### config.mk
export PLATFORM = sky130hd
export DESIGN_NAME = psr_host_ctrl
export DESIGN_NICKNAME = d
export VERILOG_FILES = /design/src/hdl/psr_pkg.sv /design/src/hdl/psr_host_ctrl.sv
export SDC_FILE = /design/constraint.sdc
export NUM_CORES = 1
export LEC_CHECK = 0
export ABC_AREA = 1
export BUFFER_PORTS_ARGS = -buffer_cell sky130_fd_sc_hd__buf_2
export CAP_MARGIN = 20
export CORE_UTILIZATION = 48
export DETAILED_ROUTE_END_ITERATION = 16
export PLACE_DENSITY = 0.86
export SLEW_MARGIN = 20
export SYNTH_ARGS = -nofsm -noshare
export SYNTH_HDL_FRONTEND = slang
export SYNTH_SLANG_ARGS = --single-unit
### constraint.sdc
create_clock -name core_clk -period 1.65 [get_ports core_clk]
set_input_delay 0.33 -clock core_clk [delete_from_list [all_inputs] [get_ports core_clk]]
set_output_delay 0.33 -clock core_clk [all_outputs]
set_load 0.03 [all_outputs]
### src/hdl/psr_pkg.sv
package psr_pkg;
  // address and data widths of the parity memory
  localparam int ADDR_W = 13;
  localparam int BYTE_W = 8;
  // bus timing seen from the host, in ns as printed, and derived cycle counts
  localparam int CLK_PERIOD_NS    = 10;
  localparam int ADDR_SETUP_NS    = 0;
  localparam int WRITE_PULSE_NS   = 60;
  localparam int ADDR_HOLD_NS     = 10;
  localparam int WE_HIZ_NS        = 30;
  localparam int READ_ACCESS_NS   = 45;
  localparam int WR_PULSE_CYC     = (WRITE_PULSE_NS + CLK_PERIOD_NS - 1) / CLK_PERIOD_NS;
  localparam int HOLD_CYC_RAW     = (ADDR_HOLD_NS + CLK_PERIOD_NS - 1) / CLK_PERIOD_NS;
  localparam int HOLD_CYC         = (HOLD_CYC_RAW < 1) ? 1 : HOLD_CYC_RAW;
  localparam int HIZ_CYC          = (WE_HIZ_NS + CLK_PERIOD_NS - 1) / CLK_PERIOD_NS;
  localparam int RD_ACCESS_CYC    = (READ_ACCESS_NS + CLK_PERIOD_NS - 1) / CLK_PERIOD_NS;
  localparam int CNT_W            = 4;
  localparam logic [CNT_W-1:0] CNT_ZERO = 4'h0;
  localparam logic [CNT_W-1:0] CNT_ONE  = 4'h1;

  typedef enum logic [2:0] {
    PSR_IDLE,
    PSR_SETUP,
    PSR_WR_PULSE,
    PSR_WR_HOLD,
    PSR_RD_ACCESS,
    PSR_RD_DONE
  } psr_state_t;
endpackage
### src/hdl/psr_host_ctrl.sv
`timescale 1ns/1ns
// What this block does
// - host changes address only while chip select or write enable is high.
// - device releases bus when write falls; host must not drive before.
// - host holds write data stable to the first rising strobe and a bit after.
// - host may write a wrong ninth bit unchecked, then read checked to test.
// - checked write then unchecked read returns generated parity as data.
// - unchecked write then checked read checks external parity; needs transceiver.
// - host may hold parity enable fixed or switch it between cycles.
module psr_host_ctrl #(
  parameter int ADDR_W = psr_pkg::ADDR_W,
  parameter int BYTE_W = psr_pkg::BYTE_W
) (
  input  wire logic              core_clk,
  input  wire logic              rst_b,
  // user command side
  input  wire logic              reqValid,
  input  wire logic              reqWrite,
  input  wire logic              reqParity,
  input  wire logic [ADDR_W-1:0] reqAddr,
  input  wire logic [BYTE_W:0]   reqData,
  output logic                   reqReady,
  output logic                   rspValid,
  output logic [BYTE_W:0]        rspData,
  output logic                   rspParityFault,
  // memory pins
  output logic [ADDR_W-1:0]      word_address,
  output logic                   chipSel_b,
  output logic                   writeEn_b,
  output logic                   outEn_b,
  output logic                   parity_func_enable_n,
  input  wire logic [BYTE_W-1:0] byte_data_lines_i,
  output logic [BYTE_W-1:0]      byte_data_lines_o,
  output logic                   byte_data_lines_oe,
  input  wire logic              ninth_data_line_i,
  output logic                   ninth_data_line_o,
  output logic                   ninth_data_line_oe
);

  // ==========================================================
  // sequencer state
  psr_pkg::psr_state_t          state_ff, nxt_state;
  logic [psr_pkg::CNT_W-1:0]    cnt_ff, nxt_cnt;
  logic                         isWr_ff, nxt_isWr;
  logic                         par_ff, nxt_par;
  logic [ADDR_W-1:0]            addr_ff, nxt_addr;
  logic [BYTE_W:0]              wdat_ff, nxt_wdat;
  logic                         ce_ff, nxt_ce;
  logic                         we_ff, nxt_we;
  logic                         oe_ff, nxt_oe;
  logic                         dOe_ff, nxt_dOe;
  logic                         nOe_ff, nxt_nOe;
  logic                         rdy_ff, nxt_rdy;
  logic                         rv_ff, nxt_rv;
  logic [BYTE_W:0]              rd_ff, nxt_rd;
  logic                         flt_ff, nxt_flt;

  // ==========================================================
  // next-state logic
  always_comb
  begin
    nxt_state = state_ff;
    nxt_cnt   = cnt_ff;
    nxt_isWr  = isWr_ff;
    nxt_par   = par_ff;
    nxt_addr  = addr_ff;
    nxt_wdat  = wdat_ff;
    nxt_ce    = ce_ff;
    nxt_we    = we_ff;
    nxt_oe    = oe_ff;
    nxt_dOe   = dOe_ff;
    nxt_nOe   = nOe_ff;
    nxt_rdy   = rdy_ff;
    nxt_rv    = 1'b0;
    nxt_rd    = rd_ff;
    nxt_flt   = flt_ff;
    case (state_ff)
      psr_pkg::PSR_IDLE:
      begin
        if (reqValid && rdy_ff)
        begin
          // address and parity mode change only while the chip is deselected
          nxt_addr  = reqAddr;
          nxt_wdat  = reqData;
          nxt_isWr  = reqWrite;
          nxt_par   = reqParity;
          nxt_rdy   = 1'b0;
          nxt_state = psr_pkg::PSR_SETUP;
        end
      end
      psr_pkg::PSR_SETUP:
      begin
        // pins now hold address; assert chip select
        nxt_ce = 1'b1;
        if (isWr_ff)
        begin
          // output enable stays high, so no contention when write falls
          nxt_we  = 1'b1;
          nxt_dOe = 1'b1;
          // ninth bit driven only for unchecked writes; checked writes generate it
          nxt_nOe = !par_ff;
          nxt_cnt = psr_pkg::CNT_W'(psr_pkg::WR_PULSE_CYC);
          nxt_state = psr_pkg::PSR_WR_PULSE;
        end
        else
        begin
          nxt_oe  = 1'b1;
          nxt_cnt = psr_pkg::CNT_W'(psr_pkg::RD_ACCESS_CYC);
          nxt_state = psr_pkg::PSR_RD_ACCESS;
        end
      end
      psr_pkg::PSR_WR_PULSE:
      begin
        nxt_cnt = cnt_ff - psr_pkg::CNT_ONE;
        if (cnt_ff == psr_pkg::CNT_ONE)
        begin
          // write enable ends the write; data and parity enable held past it
          nxt_we  = 1'b0;
          nxt_cnt = psr_pkg::CNT_W'(psr_pkg::HOLD_CYC);
          nxt_state = psr_pkg::PSR_WR_HOLD;
        end
      end
      psr_pkg::PSR_WR_HOLD:
      begin
        nxt_cnt = cnt_ff - psr_pkg::CNT_ONE;
        if (cnt_ff == psr_pkg::CNT_ONE)
        begin
          nxt_ce    = 1'b0;
          nxt_dOe   = 1'b0;
          nxt_nOe   = 1'b0;
          nxt_rv    = 1'b1;
          nxt_state = psr_pkg::PSR_RD_DONE;
        end
      end
      psr_pkg::PSR_RD_ACCESS:
      begin
        nxt_cnt = cnt_ff - psr_pkg::CNT_ONE;
        if (cnt_ff == psr_pkg::CNT_ONE)
        begin
          nxt_rd[BYTE_W-1:0] = byte_data_lines_i;
          // unchecked read: ninth bit is data, possibly stored parity
          nxt_rd[BYTE_W] = par_ff ? 1'b0 : ninth_data_line_i;
          // checked read: low on the shared line flags a parity fault
          nxt_flt = par_ff && !ninth_data_line_i;
          nxt_oe  = 1'b0;
          nxt_ce  = 1'b0;
          nxt_rv  = 1'b1;
          nxt_state = psr_pkg::PSR_RD_DONE;
        end
      end
      psr_pkg::PSR_RD_DONE:
      begin
        nxt_rdy   = 1'b1;
        nxt_state = psr_pkg::PSR_IDLE;
      end
      default:
      begin
        nxt_state = psr_pkg::PSR_IDLE;
      end
    endcase
  end

  // ==========================================================
  // registers
  always_ff @(posedge core_clk)
  begin
    if (!rst_b)
    begin
      state_ff <= psr_pkg::PSR_IDLE;
      cnt_ff   <= psr_pkg::CNT_ZERO;
      isWr_ff  <= 1'b0;
      par_ff   <= 1'b0;
      addr_ff  <= '0;
      wdat_ff  <= '0;
      ce_ff    <= 1'b0;
      we_ff    <= 1'b0;
      oe_ff    <= 1'b0;
      dOe_ff   <= 1'b0;
      nOe_ff   <= 1'b0;
      rdy_ff   <= 1'b1;
      rv_ff    <= 1'b0;
      rd_ff    <= '0;
      flt_ff   <= 1'b0;
    end
    else
    begin
      state_ff <= nxt_state;
      cnt_ff   <= nxt_cnt;
      isWr_ff  <= nxt_isWr;
      par_ff   <= nxt_par;
      addr_ff  <= nxt_addr;
      wdat_ff  <= nxt_wdat;
      ce_ff    <= nxt_ce;
      we_ff    <= nxt_we;
      oe_ff    <= nxt_oe;
      dOe_ff   <= nxt_dOe;
      nOe_ff   <= nxt_nOe;
      rdy_ff   <= nxt_rdy;
      rv_ff    <= nxt_rv;
      rd_ff    <= nxt_rd;
      flt_ff   <= nxt_flt;
    end
  end

  // ==========================================================
  // pins, all straight from flip-flops
  assign word_address         = addr_ff;
  assign chipSel_b            = !ce_ff;
  assign writeEn_b            = !we_ff;
  assign outEn_b              = !oe_ff;
  assign parity_func_enable_n = !par_ff;
  assign byte_data_lines_o    = wdat_ff[BYTE_W-1:0];
  assign byte_data_lines_oe   = dOe_ff;
  assign ninth_data_line_o    = wdat_ff[BYTE_W];
  assign ninth_data_line_oe   = nOe_ff;
  assign reqReady             = rdy_ff;
  assign rspValid             = rv_ff;
  assign rspData              = rd_ff;
  assign rspParityFault       = flt_ff;

endmodule

==> results.py <==
metrics = {
    "worst_setup_path": {
        "required_ns": 1.87,
        "crit_arrival_ns": 1.62,
        "crit_chain": "inv_1 -> ha_1 -> nand3_1 -> nor2_2 -> inv_1 -> nand2_1 -> a21oi_1",
        "timing.critical_path.max_delay_family": "flip-flops",
        "worstPathBufferInverterCount": 2,
        "worst_path_most_repeated_cell": "sky130_fd_sc_hd__inv_1",
        "cpPeakStageDelay_ns": 0.35,
        "critical_path.endpoint_type": "flip-flop",
        "crit_path_top_delay_cell": "sky130_fd_sc_hd__dfxtp_1",
        "critical_path_start_type": "flip-flop",
        "critPathKind": "flip-flop to flip-flop",
        "worst-path-max-fanout": 11,
    },
    "placed_design": {
        "io_buffer_count": 75,
        "final_hpwl_dp_mm": 2.961,
        "placed_cells": 372,
        "finalWeightedCongestion": 0.9256,
    },
    "synthesis": {
        "asyncSetResetFlopFracSynth": 0,
        "synth_top_area_share": 0.4964,
        "yosys-mux-area-fraction": 0,
        "netlist.top_cell.by_area": "sky130_fd_sc_hd__dfxtp_1",
        "synthCells": 257,
        "yosys.area_share.simple": 0.1739,
        "yosys.area_share.adder": 0.01293,
        "synth-edff-count": 0,
        "synth_warnings": 0,
        "dominant_combinational_cell_family_by_area_after_synthesis": "compound AO/OA/AOI/OAI gates",
        "post_synth_instance_area_sq_mm": 0.001936,
        "ys_ff_latch": 48,
        "ys_types": 23,
        "dominantRegCellSynth": "sky130_fd_sc_hd__dfxtp_1",
        "post_synth_xor_area_fraction": 0.004525,
        "synth.area.top_cells": "sky130_fd_sc_hd__dfxtp_1 50%, sky130_fd_sc_hd__o21ai_0 10%, sky130_fd_sc_hd__a21oi_1 9.0%, sky130_fd_sc_hd__inv_1 7.6%, sky130_fd_sc_hd__nand2_1 6.4%",
        "compound_gate_fraction_of_synth_area": 0.1997,
        "sequential_element_share_of_the_synthesized_area": 0.4964,
        "synthesized_area_per_cell_sq_um": 7.532,
        "mappedNetlistNets": 295,
    },
    "sta": {
        "setup_viol": 0,
        "finalMaxSlewViolations": 0,
        "tightest_slew_ns": 0.3369,
        "clock.fmax_ghz": 0.7126,
        "rsz0062_at_grt": "false",
        "finalCritPeriodShare": 0.8505,
        "period_needed_ns": 1.403,
        "hold_slack_ns": 0.2563,
        "totalNegativeSetupSlack_ns": 0,
        "finalHoldViolations": 0,
        "slew_headroom": 0.7730,
        "skew_ns": 0.006956,
    },
    "cells_and_area": {
        "layout.nets": 369,
        "post_route_cells_drive_above_1_share": 0.2741,
        "most-common-layout-cells": "75 x sky130_fd_sc_hd__buf_2, 48 x sky130_fd_sc_hd__dfxtp_1, 39 x sky130_fd_sc_hd__inv_1, 39 x sky130_fd_sc_hd__o21ai_0, 35 x sky130_fd_sc_hd__a21oi_1",
        "syn2layout_area_growth_pct": 25.40,
        "mostFrequentLayoutCell": "sky130_fd_sc_hd__buf_2",
        "diodes": 0,
        "final-instance-count-excl-fill": 380,
    },
    "global_route": {
        "grt.total_usage": 0.2063,
        "antenna_violations_before_repair": 0,
        "grt_start_max_net_pins": 47,
        "global_route_wire_length_before_repair_mm": 6.879,
        "first_global_vias": 1584,
        "globalRoute.totalOverflow": 0,
    },
    "die": {
        "start_util": 0.5133,
        "rows": 22,
        "chipWidth_microns": 65.50,
        "io-pin-count": 76,
        "design.core.area_sq_mm": 0.003771,
        "die_height_microns": 65.50,
        "dieArea_sq_mm": 0.004290,
    },
    "pwr": {
        "power_frac_comb": 0.450,
        "power_density_mw_per_mm2": 1765,
        "power_leakage_nw": 1.180,
        "irDropWorstVdd_uv": 1040,
        "power_switching_mw": 1.887,
        "intPower_mw": 2.397,
        "power_frac_clock": 0.156,
        "total_power_mw": 4.284,
        "power.sequential.fraction": 0.394,
        "p_sw_frac": 0.4405,
    },
    "clock_network": {
        "clk_root_buffer_cell": "sky130_fd_sc_hd__clkbuf_8",
        "clk_path_buf_depth": 2,
        "cts-buffers-inserted": 5,
        "clk_pin_slew_worst_paths_ns": 0.08,
        "tritoncts": "done",
        "clock_sinks": 48,
        "clock_insertion_delay_worst_skew_ns": 0.29,
        "cts-hold-fix-buffers": 0,
        "cts_repair_resize_count": 0,
        "postCtsSetupRepairBufs": 0,
        "clock_tree.htree_level_count": 2,
    },
    "routing": {
        "dr.first_iter.drc_count": 74,
        "drt.antenna.violating_nets": 0,
        "detail_route.wirelength_mm": 4.013,
        "drcViolationCount": 0,
        "detailed_routing_iterations_pass_1": 4,
        "viasPerCell": 4.850,
        "routed_wire_length_per_instance_microns": 10.56,
        "dr_total_vias": 1843,
    },
    "hold_path": {
        "hold_path.class": "primary input to flip-flop",
    },
    "flow_run": {
        "maxCapViolCount": 0,
    },
    "status": {
        "run_status": "complete, no violations",
    },
}
-- synthesized netlist by cell type (2+ instances only) --
library cell,n
sky130_fd_sc_hd__nor2_1,29
sky130_fd_sc_hd__inv_1,39
sky130_fd_sc_hd__buf_2,3
sky130_fd_sc_hd__ha_1,2
sky130_fd_sc_hd__nor2_2,2
sky130_fd_sc_hd__nand3_1,9
sky130_fd_sc_hd__buf_4,3
sky130_fd_sc_hd__nand2_1,33
sky130_fd_sc_hd__o21ai_0,39
sky130_fd_sc_hd__a21oi_1,35
sky130_fd_sc_hd__dfxtp_1,48
sky130_fd_sc_hd__clkbuf_1,4
-- layer usage --
metal,track usage,vias up,wire (microns)
li1,-,970,-
met1,0.2570,813,1783
met2,0.3415,54,1959
met3,0.06424,6,222
met4,0.05707,0,48
met5,0,-,0
-- worst register-to-register path: stages (launching register included) --
cell	delay, ns
sky130_fd_sc_hd__dfxtp_1	0.35
sky130_fd_sc_hd__inv_1	0.07
sky130_fd_sc_hd__ha_1	0.19
sky130_fd_sc_hd__nand3_1	0.19
sky130_fd_sc_hd__nor2_2	0.07
sky130_fd_sc_hd__inv_1	0.25
sky130_fd_sc_hd__nand2_1	0.10
sky130_fd_sc_hd__a21oi_1	0.14
-- registers in the layout, summed over array words and instances, names as in the netlist --
register / count
isWr_ff: 1
ninth_data_line_oe: 1
rspValid: 1
rspData: 9
state_ff: 3
wdat_ff: 9
we_ff: 1
byte_data_lines_oe: 1
word_address: 13
ce_ff: 1
par_ff: 1
oe_ff: 1
cnt_ff: 4
reqReady: 1
rspParityFault: 1
-- per-stage QoR --
stage / util / worst slack [ns] / cell area, sq um
2_1_floorplan: - / 0.4311 / 1936
3_3_place_gp: 0.6211 / 0.3191 / 2342
3_5_place_dp: 0.6211 / 0.2966 / 2342
4_1_cts: 0.6437 / 0.2598 / 2427
5_1_grt: 0.6437 / 0.09698 / 2427
6_report: 0.6437 / 0.2468 / 2427
-- logic make-up (layout without fill, tap and decap cells) --
group	count (synthesis)	count (layout)
AND/OR/NAND/NOR	78	78
XOR/XNOR	1	1
adder cells (fa/ha/maj)	2	2
AO/OA/AOI/OAI	76	76
buffers and inverters	52	127
flip-flops	48	48
-- power by group through the flow --
stage | Sequential (mW) | Clock, mW | Combinational (mW)
after detailed placement | 1.71 | 0 | 1.93
after global routing | 1.73 | 0.735 | 2.17
final | 1.69 | 0.666 | 1.93
after global placement | 1.70 | 0 | 1.91
after floorplan | 2.11 | 0 | 1.05
after CTS | 1.69 | 0.680 | 1.94
-- area by class of cell --
| class | instances | area, sq um |
|---|---|---|
| clock buffers | 7 | 76.32 |
| clock inverters | 1 | 8.758 |
| fillers | 331 | 1344 |
| inverters | 41 | 153.9 |
| multi-input cells | 157 | 757.0 |
| flip-flops and latches | 48 | 960.9 |
| well taps | 48 | 60.06 |
| repair buffers | 78 | 410.4 |
-- worst paths after layout --
path | start | end | slack (ns) | cells past startpoint
hold reg to reg | word_address[9]$_SDFFE_PN0P_ | word_address[9]$_SDFFE_PN0P_ | 0.44 | 2
setup / recovery | cnt_ff[1]$_SDFFE_PN0P_ | rspParityFault$_SDFFE_PN0P_ | 0.25 | 7
hold / removal | byte_data_lines_i[1] | rspData[1]$_SDFFE_PN0P_ | 0.26 | 3
setup reg to reg | cnt_ff[1]$_SDFFE_PN0P_ | rspParityFault$_SDFFE_PN0P_ | 0.25 | 7
(Power assumes the default switching activity.)
